File: src/hw/omc_pkg.sv
// Package for the operating mode controller: register map, fields, states
package omc_pkg;

	localparam int ADDR_W = 4;
	localparam int DATA_W = 8;
	localparam int PIN_W = 8;

	// Register offsets
	localparam logic [3:0] SOPT_OFF = 4'h0;  // system_options_reg
	localparam logic [3:0] PMC1_OFF = 4'h1;  // power_mgmt_control_one
	localparam logic [3:0] PMC2_OFF = 4'h2;  // power_mgmt_control_two
	localparam logic [3:0] DBGSC_OFF = 4'h3; // debug_status_control_reg
	localparam logic [3:0] MODE_OFF = 4'h4;  // mode status, read only
	localparam logic [3:0] PORT_OFF = 4'h5;  // port data register
	localparam logic [3:0] PDIR_OFF = 4'h6;  // port direction register

	// Field positions
	localparam int STOP_ENABLE_BIT = 7;
	localparam int LOW_VOLTAGE_DETECT_ENABLE_BIT = 2;
	localparam int LOW_VOLTAGE_STOP_ENABLE_BIT = 3;
	localparam int PPDC_BIT = 0;
	localparam int PARTIAL_POWERDOWN_ACK_BIT = 2;
	localparam int PARTIAL_POWERDOWN_FLAG_BIT = 3;
	localparam int DEBUG_STOP_ENABLE_BIT = 7;

	// Reset values
	localparam logic [7:0] SOPT_RST = 8'h80;
	localparam logic [7:0] PMC1_RST = 8'h0c;
	localparam logic [7:0] PMC2_RST = 8'h00;
	localparam logic [7:0] DBGSC_RST = 8'h00;
	localparam logic [7:0] PORT_RST = 8'h00;

	// Debug status answers
	localparam logic [1:0] DST_OK = 2'h0;
	localparam logic [1:0] DST_LOWPWR = 2'h1;
	localparam logic [1:0] DST_REFUSED = 2'h2;

	// Operating modes, Gray along run-wait-stop3-stop2
	typedef enum logic [2:0] {
		MODE_RUN = 3'b000,
		MODE_WAIT = 3'b001,
		MODE_STOP3 = 3'b011,
		MODE_STOP2 = 3'b010,
		MODE_BACKGROUND_INSTRUCTION = 3'b110
	} omc_mode_type;

	// Serial debug command classes
	typedef enum logic [2:0] {
		DCMD_MEM = 3'h0,
		DCMD_MEM_STAT = 3'h1,
		DCMD_DREG = 3'h2,
		DCMD_BACKGROUND = 3'h3,
		DCMD_CPUREG = 3'h4,
		DCMD_TRACE = 3'h5,
		DCMD_GO = 3'h6
	} omc_dcmd_type;

	typedef struct packed {
		logic valid;
		omc_dcmd_type cmd;
	} omc_dbg_req_type;

	typedef struct packed {
		logic done;
		logic [1:0] status;
		logic mem_access;
		logic cpu_access;
	} omc_dbg_rsp_type;

	typedef struct packed {
		logic wait_instr;
		logic stop_instr;
		logic background_instruction_instr;
		logic bdc_break;
		logic dbg_break;
		logic irq;
	} omc_cpu_ev_type;

	typedef struct packed {
		logic rtc;
		logic lvd;
		logic analog_comparator;
		logic adc;
		logic sci;
		logic pin;
	} omc_wake_type;

	typedef struct packed {
		logic cpu_clk_en;
		logic bus_clk_en;
		logic dbg_clk_en;
		logic reg_full;
		logic analog_stop_ok;
		logic power_down;
	} omc_pwr_type;

endpackage

File: src/hw/omc_ctrl.sv
// Operating mode controller: run, background, wait and stop modes
//
// Chosen here: the register addresses and the address-and-strobe port.
`timescale 1ns/1ps

// Function
// - Enter background mode if mode pin low at power-on or after forced reset.
// - BACKGROUND command, background instruction or breakpoints enter background mode.
// - In background mode the CPU is suspended, awaiting debug commands.
// - Memory, status, debug register and BACKGROUND commands work in run and background.
// - CPU register, trace and resume commands only in background mode.
// - WAIT stops CPU clock, clears interrupt mask; system clocks keep running.
// - Any interrupt in wait mode wakes the CPU into its service routine.
// - In wait or stop only BACKGROUND and status commands; status reports error.
// - BACKGROUND in wait mode goes straight to background mode.
// - BACKGROUND in stop wakes to background mode only with debug stop enable.
// - STOP with stop enable clear causes an illegal-opcode reset.
// - Stop and debug enabled: stop3, debug clocks on, regulator fully on.
// - Debug off but both low-voltage bits set: stop3, regulator active.
// - Every stop mode halts bus clock and CPU clock.
// - Stop3 keeps all register, RAM and pin state.
// - Stop3 ends on reset pin or on RTC, LVD, ANALOG_COMPARATOR, ADC, SCI, pin interrupts.
// - ADC and comparator run in stop only if low-voltage detect enabled on entry.
// - Entering stop2 latches pin controls and powers down all but RAM.
// - Stop2 ends only on wakeup reset pin or enabled real-time counter.
// - Stop2 wake acts as power-on reset, low-voltage reset enabled, vector fetched.
// - After stop2 wake the flag is set; flag and latches hold until ack.
// - On ack, pins take current port register values.
// - Opened latches give pins to port registers unless peripheral re-enabled.
module omc_ctrl
	import omc_pkg::*;
(
	input wire logic clock,                       // 25 MHz bus clock
	input wire logic srst,                        // Sync reset, active high
	input wire logic por,                         // Power-on reset event
	input wire logic force_background_instruction_rst,              // Debug-forced reset event
	input wire logic mode_sel_in,                 // debug_mode_select_pin level
	input wire logic wakeup_reset_pin_n,          // Wake/reset pin, low active
	input wire logic rtc_wake_en,                 // Real-time counter enabled
	input wire omc_cpu_ev_type cpu_ev,            // CPU events
	input wire omc_wake_type wake_ev,             // Stop3 wake sources
	input wire omc_dbg_req_type dbg_req,          // Serial debug command
	input wire logic [PIN_W-1:0] periph_en,       // Peripheral owns pin
	input wire logic [PIN_W-1:0] periph_out,      // Peripheral pin data
	input wire logic [ADDR_W-1:0] addr,           // Register address
	input wire logic [DATA_W-1:0] wdata,          // Write data
	input wire logic wr,                          // Write strobe
	input wire logic rd,                          // Read strobe
	output logic [DATA_W-1:0] rdata,              // Read data, cycle after rd
	output omc_mode_type mode,                    // Current mode
	output omc_pwr_type pwr,                      // Clock and power controls
	output omc_dbg_rsp_type dbg_rsp,              // Debug command answer
	output logic irq_mask_clr,                    // Clear interrupt mask bit
	output logic cpu_int_take,                    // Take interrupt vector
	output logic reset_req,                       // System reset request
	output logic illegal_op_rst,                  // Illegal opcode reset
	output logic lv_reset_en,                     // Low-voltage reset enable
	output logic [PIN_W-1:0] pin_out,             // Pin output data
	output logic [PIN_W-1:0] pin_oe_n             // Pin enable, low drives
);

	logic [7:0] sopt;
	logic [7:0] pmc1;
	logic ppdc;
	logic partial_powerdown_flag;
	logic debug_stop_enable;
	logic [7:0] port_data;
	logic [7:0] port_dir;
	logic pin_latched;
	logic lvd_on_entry;
	omc_mode_type next_mode;
	logic [PIN_W-1:0] next_pin_out;
	logic [PIN_W-1:0] next_pin_oe_n;
	logic stop2_wake;

	function automatic logic is_lowpwr(input omc_mode_type m);
		is_lowpwr = (m == MODE_WAIT) || (m == MODE_STOP3) ||
			(m == MODE_STOP2);
	endfunction

	function automatic logic is_stop(input omc_mode_type m);
		is_stop = (m == MODE_STOP3) || (m == MODE_STOP2);
	endfunction

	// Stop level picked by the control bits
	function automatic omc_mode_type stop_sel(input logic dbg,
		input logic low_voltage_detect_enable, input logic low_voltage_stop_enable, input logic pd);
		if (dbg)
			stop_sel = MODE_STOP3;
		else if (low_voltage_detect_enable && low_voltage_stop_enable)
			stop_sel = MODE_STOP3;
		else if (pd)
			stop_sel = MODE_STOP2;
		else
			stop_sel = MODE_STOP3;
	endfunction

	assign stop2_wake = (mode == MODE_STOP2) &&
		(!wakeup_reset_pin_n || (rtc_wake_en && wake_ev.rtc));

	// Mode sequencing
	always_comb begin
		next_mode = mode;
		case (mode)
			MODE_RUN: begin
				if ((dbg_req.valid && dbg_req.cmd == DCMD_BACKGROUND) ||
					cpu_ev.background_instruction_instr || cpu_ev.bdc_break ||
					cpu_ev.dbg_break)
					next_mode = MODE_BACKGROUND_INSTRUCTION;
				else if (cpu_ev.wait_instr)
					next_mode = MODE_WAIT;
				else if (cpu_ev.stop_instr && sopt[STOP_ENABLE_BIT])
					next_mode = stop_sel(debug_stop_enable, pmc1[LOW_VOLTAGE_DETECT_ENABLE_BIT],
						pmc1[LOW_VOLTAGE_STOP_ENABLE_BIT], ppdc);
			end
			MODE_WAIT: begin
				if (dbg_req.valid && dbg_req.cmd == DCMD_BACKGROUND)
					next_mode = MODE_BACKGROUND_INSTRUCTION;
				else if (cpu_ev.irq)
					next_mode = MODE_RUN;
			end
			MODE_STOP3: begin
				if (dbg_req.valid && dbg_req.cmd == DCMD_BACKGROUND &&
					debug_stop_enable)
					next_mode = MODE_BACKGROUND_INSTRUCTION;
				else if (!wakeup_reset_pin_n || (|wake_ev))
					next_mode = MODE_RUN;
			end
			MODE_STOP2: begin
				if (stop2_wake)
					next_mode = MODE_RUN;
			end
			MODE_BACKGROUND_INSTRUCTION: begin
				if (dbg_req.valid && dbg_req.cmd == DCMD_GO)
					next_mode = MODE_RUN;
			end
			default: next_mode = MODE_RUN;
		endcase
	end

	always_ff @(posedge clock) begin
		if (srst)
			mode <= MODE_RUN;
		else if (por || force_background_instruction_rst)
			mode <= mode_sel_in ? MODE_RUN : MODE_BACKGROUND_INSTRUCTION;
		else
			mode <= next_mode;
	end

	// Clock and power controls follow the next mode
	always_ff @(posedge clock) begin
		if (srst) begin
			pwr <= '{cpu_clk_en: 1'b1, bus_clk_en: 1'b1,
				dbg_clk_en: 1'b1, reg_full: 1'b1,
				analog_stop_ok: 1'b0, power_down: 1'b0};
		end else begin
			pwr.cpu_clk_en <= (next_mode == MODE_RUN);
			pwr.bus_clk_en <= !is_stop(next_mode);
			pwr.dbg_clk_en <= !is_stop(next_mode) || debug_stop_enable;
			pwr.reg_full <= !is_stop(next_mode) || debug_stop_enable ||
				(pmc1[LOW_VOLTAGE_DETECT_ENABLE_BIT] && pmc1[LOW_VOLTAGE_STOP_ENABLE_BIT]);
			pwr.analog_stop_ok <= (next_mode == MODE_STOP3) &&
				lvd_on_entry;
			pwr.power_down <= (next_mode == MODE_STOP2);
		end
	end

	// Low-voltage state captured on stop3 entry
	always_ff @(posedge clock) begin
		if (srst)
			lvd_on_entry <= 1'b0;
		else if (mode == MODE_RUN && next_mode == MODE_STOP3)
			lvd_on_entry <= pmc1[LOW_VOLTAGE_DETECT_ENABLE_BIT];
	end

	// CPU side events
	always_ff @(posedge clock) begin
		if (srst) begin
			irq_mask_clr <= 1'b0;
			cpu_int_take <= 1'b0;
			reset_req <= 1'b0;
			illegal_op_rst <= 1'b0;
		end else begin
			irq_mask_clr <= (mode == MODE_RUN) &&
				(next_mode == MODE_WAIT);
			cpu_int_take <= (next_mode == MODE_RUN) &&
				((mode == MODE_WAIT) ||
				(mode == MODE_STOP3 && wakeup_reset_pin_n));
			reset_req <= ((mode == MODE_STOP3) && !wakeup_reset_pin_n)
				|| stop2_wake;
			illegal_op_rst <= (mode == MODE_RUN) &&
				(next_mode == MODE_RUN) && cpu_ev.stop_instr &&
				!sopt[STOP_ENABLE_BIT];
		end
	end

	// Debug command filter
	always_ff @(posedge clock) begin
		if (srst) begin
			dbg_rsp <= '0;
		end else begin
			dbg_rsp <= '0;
			if (dbg_req.valid) begin
				dbg_rsp.done <= 1'b1;
				if (is_lowpwr(mode)) begin
					if (dbg_req.cmd == DCMD_MEM_STAT)
						dbg_rsp.status <= DST_LOWPWR;
					else if (dbg_req.cmd != DCMD_BACKGROUND ||
						(mode != MODE_WAIT && !debug_stop_enable))
						dbg_rsp.status <= DST_REFUSED;
				end else begin
					case (dbg_req.cmd)
						DCMD_MEM, DCMD_MEM_STAT:
							dbg_rsp.mem_access <= 1'b1;
						DCMD_DREG, DCMD_BACKGROUND:
							dbg_rsp.status <= DST_OK;
						DCMD_CPUREG, DCMD_TRACE, DCMD_GO: begin
							if (mode == MODE_BACKGROUND_INSTRUCTION)
								dbg_rsp.cpu_access <= 1'b1;
							else
								dbg_rsp.status <= DST_REFUSED;
						end
						default: dbg_rsp.status <= DST_REFUSED;
					endcase
				end
			end
		end
	end

	// Debug stop enable, written through the register port in any mode
	always_ff @(posedge clock) begin
		if (srst)
			debug_stop_enable <= DBGSC_RST[DEBUG_STOP_ENABLE_BIT];
		else if (wr && addr == DBGSC_OFF)
			debug_stop_enable <= wdata[DEBUG_STOP_ENABLE_BIT];
	end

	// Software registers; stop2 wake resets them like power-on
	always_ff @(posedge clock) begin
		if (srst || stop2_wake) begin
			sopt <= SOPT_RST;
			pmc1 <= PMC1_RST;
			ppdc <= PMC2_RST[PPDC_BIT];
			port_data <= PORT_RST;
			port_dir <= PORT_RST;
		end else if (wr) begin
			case (addr)
				SOPT_OFF: sopt <= wdata;
				PMC1_OFF: pmc1 <= wdata;
				PMC2_OFF: ppdc <= wdata[PPDC_BIT];
				PORT_OFF: port_data <= wdata;
				PDIR_OFF: port_dir <= wdata;
				default: ;
			endcase
		end
	end

	always_ff @(posedge clock) begin
		if (srst)
			lv_reset_en <= 1'b0;
		else if (stop2_wake)
			lv_reset_en <= 1'b1;
		else if (wr && addr == PMC1_OFF)
			lv_reset_en <= wdata[LOW_VOLTAGE_DETECT_ENABLE_BIT];
	end

	// Partial power-down flag and pin latch; set wins over ack
	always_ff @(posedge clock) begin
		if (srst) begin
			partial_powerdown_flag <= 1'b0;
			pin_latched <= 1'b0;
		end else if (stop2_wake) begin
			partial_powerdown_flag <= 1'b1;
			pin_latched <= 1'b1;
		end else if (mode == MODE_RUN && next_mode == MODE_STOP2) begin
			pin_latched <= 1'b1;
		end else if (wr && addr == PMC2_OFF && wdata[PARTIAL_POWERDOWN_ACK_BIT]) begin
			partial_powerdown_flag <= 1'b0;
			pin_latched <= 1'b0;
		end
	end

	// Pin drive: held while latched, else peripheral or port
	always_comb begin
		next_pin_out = pin_out;
		next_pin_oe_n = pin_oe_n;
		if (!pin_latched && !(mode == MODE_RUN && next_mode == MODE_STOP2))
			begin
			next_pin_out = (periph_en & periph_out) |
				(~periph_en & port_data);
			next_pin_oe_n = ~(periph_en | port_dir);
		end
	end

	always_ff @(posedge clock) begin
		if (srst) begin
			pin_out <= '0;
			pin_oe_n <= '1;
		end else begin
			pin_out <= next_pin_out;
			pin_oe_n <= next_pin_oe_n;
		end
	end

	// Register read port
	always_ff @(posedge clock) begin
		if (srst) begin
			rdata <= '0;
		end else if (rd) begin
			case (addr)
				SOPT_OFF: rdata <= sopt;
				PMC1_OFF: rdata <= pmc1;
				PMC2_OFF: rdata <= {4'h0, partial_powerdown_flag, 2'h0, ppdc};
				DBGSC_OFF: rdata <= {debug_stop_enable, 7'h00};
				MODE_OFF: rdata <= {5'h00, mode};
				PORT_OFF: rdata <= port_data;
				PDIR_OFF: rdata <= port_dir;
				default: rdata <= '0;
			endcase
		end else begin
			rdata <= '0;
		end
	end

	stop_illegal_a: assert property (@(posedge clock) disable iff (srst)
		mode == MODE_RUN && cpu_ev.stop_instr && !sopt[STOP_ENABLE_BIT] &&
		!cpu_ev.background_instruction_instr && !cpu_ev.wait_instr && !dbg_req.valid &&
		!cpu_ev.bdc_break && !cpu_ev.dbg_break && !por && !force_background_instruction_rst
		|=> illegal_op_rst && mode == MODE_RUN)
		else $error("illegal stop not reset");
	stop_clocks_a: assert property (@(posedge clock) disable iff (srst)
		is_stop(mode) |-> !pwr.bus_clk_en && !pwr.cpu_clk_en)
		else $error("clocks run in stop");
	wait_wake_a: assert property (@(posedge clock) disable iff (srst)
		mode == MODE_WAIT && cpu_ev.irq && !dbg_req.valid && !por &&
		!force_background_instruction_rst |=> mode == MODE_RUN ##0 cpu_int_take)
		else $error("wait not woken");
	wait_mask_a: assert property (@(posedge clock) disable iff (srst)
		$rose(mode == MODE_WAIT) |-> irq_mask_clr ##0 pwr.bus_clk_en)
		else $error("wait entry wrong");
	background_instruction_cpu_a: assert property (@(posedge clock) disable iff (srst)
		mode == MODE_BACKGROUND_INSTRUCTION && $past(mode) == MODE_BACKGROUND_INSTRUCTION |-> !pwr.cpu_clk_en)
		else $error("cpu runs in background");
	lowpwr_stat_a: assert property (@(posedge clock) disable iff (srst)
		is_lowpwr(mode) && dbg_req.valid && dbg_req.cmd == DCMD_MEM_STAT
		|=> dbg_rsp.status == DST_LOWPWR && !dbg_rsp.mem_access)
		else $error("status cmd wrong");
	active_only_a: assert property (@(posedge clock) disable iff (srst)
		mode == MODE_RUN && dbg_req.valid && dbg_req.cmd == DCMD_TRACE
		|=> !dbg_rsp.cpu_access && dbg_rsp.status == DST_REFUSED)
		else $error("trace in run");
	partial_powerdown_flag_hold_a: assert property (@(posedge clock) disable iff (srst)
		partial_powerdown_flag && !(wr && addr == PMC2_OFF && wdata[PARTIAL_POWERDOWN_ACK_BIT])
		|=> partial_powerdown_flag && pin_latched)
		else $error("flag dropped early");
	stop2_wake_a: assert property (@(posedge clock) disable iff (srst)
		mode == MODE_STOP2 && !wakeup_reset_pin_n && !por &&
		!force_background_instruction_rst |=> reset_req && partial_powerdown_flag && mode == MODE_RUN)
		else $error("stop2 wake wrong");

	stop2_c: cover property (@(posedge clock) mode == MODE_STOP2 ##1
		mode == MODE_RUN ##[1:20] !partial_powerdown_flag);
	stop3_background_instruction_c: cover property (@(posedge clock)
		mode == MODE_STOP3 ##1 mode == MODE_BACKGROUND_INSTRUCTION);
	wait_c: cover property (@(posedge clock)
		mode == MODE_WAIT ##1 mode == MODE_RUN);

endmodule

File: config.mk
export PLATFORM = sky130hd
export DESIGN_NAME = omc_ctrl
export DESIGN_NICKNAME = d
export VERILOG_FILES = /design/src/hw/omc_pkg.sv /design/src/hw/omc_ctrl.sv
export SDC_FILE = /design/constraint.sdc
export NUM_CORES = 1
export LEC_CHECK = 0
export BUFFER_PORTS_ARGS = -buffer_cell sky130_fd_sc_hd__buf_2
export CAP_MARGIN = 10
export CORE_MARGIN = 1
export CORE_UTILIZATION = 52
export DETAILED_ROUTE_END_ITERATION = 10
export PLACE_DENSITY_LB_ADDON = 0.05
export SKIP_CTS_REPAIR_TIMING = 1
export SLEW_MARGIN = 20
export SYNTH_ARGS = -nofsm -noshare
export SYNTH_HDL_FRONTEND = slang
export SYNTH_SLANG_ARGS = --single-unit
File: constraint.sdc
create_clock -name clock -period 2 [get_ports clock]
set_input_delay 0 -clock clock [delete_from_list [all_inputs] [get_ports clock]]
set_output_delay 0 -clock clock [all_outputs]
set_load 0.01 [all_outputs]
==> results.md <==
- Outcome: complete, but fails checks
- Violated checks: hold timing
- Residual DRC: 0
- Synth-to-Final Area Change: 31.55%
- Inserted Diodes: 0
- Post-Synthesis Net Count: 437
- TritonCTS Sinks: 80
- P per Cell Area: 759.8 nW/um^2
- Boundary Pins: 96
- Highest net fanout along the worst path: 9
- Cell Area, Synth: 3462 um^2
- Cells after synthesis: 384
- Register-to-register setup slack: 120 ps
- Number of instances in the placed design: 555
- First-pass GRT wire length: 15.51 mm
- Antenna violation net count after detailed routing: 0
- Largest net degree at the start of global routing: 31
- Worst hold-check slack: -24.25 ps
- Critical path class: in2reg
- Actual slew at the worst max-slew pin: 486.1 ps
- Synth warn: 0
- Post-place setup slack: 35.19 ps
- H-tree depth: 3
- Inserted Clock Buffers: 9
- Worst endpoint required time: 2250 ps
- Die area: 6988 um^2
- Min Clock Period, post-route: 1916 ps
- Placer Congestion: 0.8964
- Area of the core region: 6386 um^2
- GRT Util Overall: 28.13%
- Total via count after detailed routing: 3526
- Worst setup slack after layout: 84.05 ps
- Chip Width: 83.60 um
- Period utilization: 95.80%
- Final Instance Count excl. Fillers: 594
- Synth area leaders: sky130_fd_sc_hd__dfxtp_1 (46%), sky130_fd_sc_hd__nand3_1 (6.1%), sky130_fd_sc_hd__a21oi_1 (5.6%), sky130_fd_sc_hd__mux2i_1 (5.2%), sky130_fd_sc_hd__nand2_1 (4.0%)
- Fin nets: 565
- Number of global-route vias before repair: 3087
- Reported leakage power: 1.933 nW
- Synth Register Bits: 80
- Clock latency on the worst-skew pair: 350 ps
- Async S/R FF share, synth: 0%
- Number of antenna violations at the first check in global routing: 0
- Post-synthesis cell type with the largest combined area: sky130_fd_sc_hd__dfxtp_1
- Worst clock skew: 5.695 ps
- Final number of max-transition violations: 0
- Total length of routed wires: 10.08 mm
- DP HPWL: 7.226 mm
- Cell variety after synth: 56
- Number of optimization iterations in the first detailed-route pass: 4
- Commonest register cell after synthesis: sky130_fd_sc_hd__dfxtp_1
- Avg Synthesized Cell Area: 9.016 um^2
- Arrival time worst endpoint: 2170 ps
- Input/output buffers: 95
- Detail-routed net length per standard cell: 16.97 um
- Peak clock frequency supported by timing: 521.9 MHz
- DIE HEIGHT: 83.60 um
- Fraction of synthesized cell area taken by the top area cell type: 46.26%
- Sequential area share after synthesis: 46.26%
- Worst IR drop on VDD: 0.5957 mV
- Clock tree from TritonCTS: yes
- Critical path startpoint category: input port
- CTS max path bufs: 2
- Number of hold-slack violations in the final timing report: 1
- Endpoints failing setup: 0
- Worst slew margin relative to its limit: 67.34%
- Global route total overflow: 0
- Kind of path behind the tightest hold check: in2reg
- EDFF count, synth: 0
- Number of rows created at floorplan: 29
- Starting Density: 54.21%
- Clock slew at the register clock pins of the worst setup and hold paths: 80 ps
- Initial detailed-routing violation count: 260
- Per-cell via count in the routed design: 5.936
- CTS Root Buffer Type: sky130_fd_sc_hd__clkbuf_8
- Max capacitance violation total: 0
- Share of cells above drive strength 1: 29.40%
- Type of destination of the critical path: flip-flop
## flip-flops by register name, summed over array words and instances (netlist names)
| name | count |
|---|---|
| irq_mask_clr | 1 |
| pwr | 6 |
| ppdc | 1 |
| port_dir | 8 |
| pin_oe_n | 8 |
| port_data | 8 |
| debug_stop_enable | 1 |
| lvd_on_entry | 1 |
| rdata | 8 |
| mode | 3 |
| illegal_op_rst | 1 |
| pin_out | 8 |
| reset_req | 1 |
| lv_reset_en | 1 |
| pmc1 | 8 |
| cpu_int_take | 1 |
| pin_latched | 1 |
| dbg_rsp | 5 |
| partial_powerdown_flag | 1 |
| sopt | 8 |
## power breakdown
part | switching (mW) | total (mW) | internal [mW]
Sequential | 0.0358 | 1.68 | 1.65
Clock | 0.623 | 1.28 | 0.654
Combinational | 0.281 | 0.499 | 0.218
Total | 0.940 | 3.46 | 2.52
## critical path, stage by stage
cell and delay [ps]:
sky130_fd_sc_hd__dlygate4sd3_1 530, sky130_fd_sc_hd__buf_2 150, sky130_fd_sc_hd__nand4b_2 230, sky130_fd_sc_hd__o211ai_2 160, sky130_fd_sc_hd__buf_4 180, sky130_fd_sc_hd__a2111oi_4 330
sky130_fd_sc_hd__buf_4 220, sky130_fd_sc_hd__nor2_4 70, sky130_fd_sc_hd__o311ai_1 280
## synthesized netlist by cell type, types with 3 or more instances
library cell,n
sky130_fd_sc_hd__dfxtp_1,80
sky130_fd_sc_hd__nand3_1,42
sky130_fd_sc_hd__a21oi_1,39
sky130_fd_sc_hd__nand2_1,37
sky130_fd_sc_hd__nor2_1,29
sky130_fd_sc_hd__mux2i_1,18
sky130_fd_sc_hd__clkbuf_1,15
sky130_fd_sc_hd__nor3_1,13
sky130_fd_sc_hd__a311oi_1,8
sky130_fd_sc_hd__o311ai_1,8
sky130_fd_sc_hd__inv_1,7
sky130_fd_sc_hd__nor4_1,6
sky130_fd_sc_hd__o21ai_0,6
sky130_fd_sc_hd__a22o_1,5
sky130_fd_sc_hd__and3_1,5
sky130_fd_sc_hd__or3_1,5
sky130_fd_sc_hd__a22oi_1,4
sky130_fd_sc_hd__a222oi_1,3
sky130_fd_sc_hd__buf_2,3
sky130_fd_sc_hd__buf_6,3
sky130_fd_sc_hd__mux2_2,3
sky130_fd_sc_hd__nor3b_1,3
## metrics by stage
step | power, mW | utilization (%) | area [um^2] | setup TNS [ps]
6_report | 3.461 | 71.32 | 4554 | 0
5_1_grt | 3.570 | 71.32 | 4554 | -10.30
4_1_cts | 3.421 | 67.40 | 4304 | 0
3_5_place_dp | 2.172 | 64.03 | 4089 | 0
3_3_place_gp | 2.166 | 64.03 | 4089 | 0
2_1_floorplan | 1.969 | - | 3462 | 0
## logic make-up after synthesis
group | synth area share, %
AOI/OAI and AO/OA | 19.08
buffers and inverters | 4.011
DFF | 46.26
muxes | 6.830
and+or+nand+nor | 23.82
## layer usage
layer  share of wire [%]  global-route usage [%]  routed length [um]
met5                   0                       0                   0
met4                 2.2                   10.48                 225
met3                 6.5                   5.539                 653
met2                  46                   42.65                4622
met1                  45                   39.65                4579
## path summary, 6_finish.rpt
path	end	depth (start not counted)	from
worst max-delay path	pin_oe_n[3]	9	dbg_req[2]
worst min-delay path	dbg_rsp[4]	3	dbg_req[3]
worst max register to register	pin_oe_n[3]	6	mode[1]
worst min register to register	pmc1[0]	2	pmc1[0]
## cells in the final DEF (no fill, tap or decap), types with 3 or more instances in the layout
cell                            count
sky130_fd_sc_hd__dfxtp_1           78
sky130_fd_sc_hd__mux2_2             3
sky130_fd_sc_hd__and3_1             5
sky130_fd_sc_hd__nor3_1            13
sky130_fd_sc_hd__nor2_1            29
sky130_fd_sc_hd__a311oi_1           8
sky130_fd_sc_hd__a22o_1             5
sky130_fd_sc_hd__o21ai_0            5
sky130_fd_sc_hd__o311ai_1           8
sky130_fd_sc_hd__a22oi_1            4
sky130_fd_sc_hd__dlygate4sd3_1     23
sky130_fd_sc_hd__buf_2             95
sky130_fd_sc_hd__nand2_1           37
sky130_fd_sc_hd__inv_1              7
sky130_fd_sc_hd__nor3b_1            3
sky130_fd_sc_hd__nand3_1           42
sky130_fd_sc_hd__buf_4             21
sky130_fd_sc_hd__mux2i_1           18
sky130_fd_sc_hd__a222oi_1           3
sky130_fd_sc_hd__clkbuf_8          11
sky130_fd_sc_hd__nor4_1             5
sky130_fd_sc_hd__a21oi_1           38
sky130_fd_sc_hd__or3_1              4
## area by class of cell
cell class,count,area [um^2]
Sequential cell,80,1604
Timing Repair Buffer,139,863.3
Clock buffer,11,151.4
Tap cell,77,96.34
Inverter,8,30.03
Clock inverter,5,63.81
Fill cell,527,1832
Multi-Input combinational cell,274,1745
No activity file was read; power rests on OpenSTA's default activity.
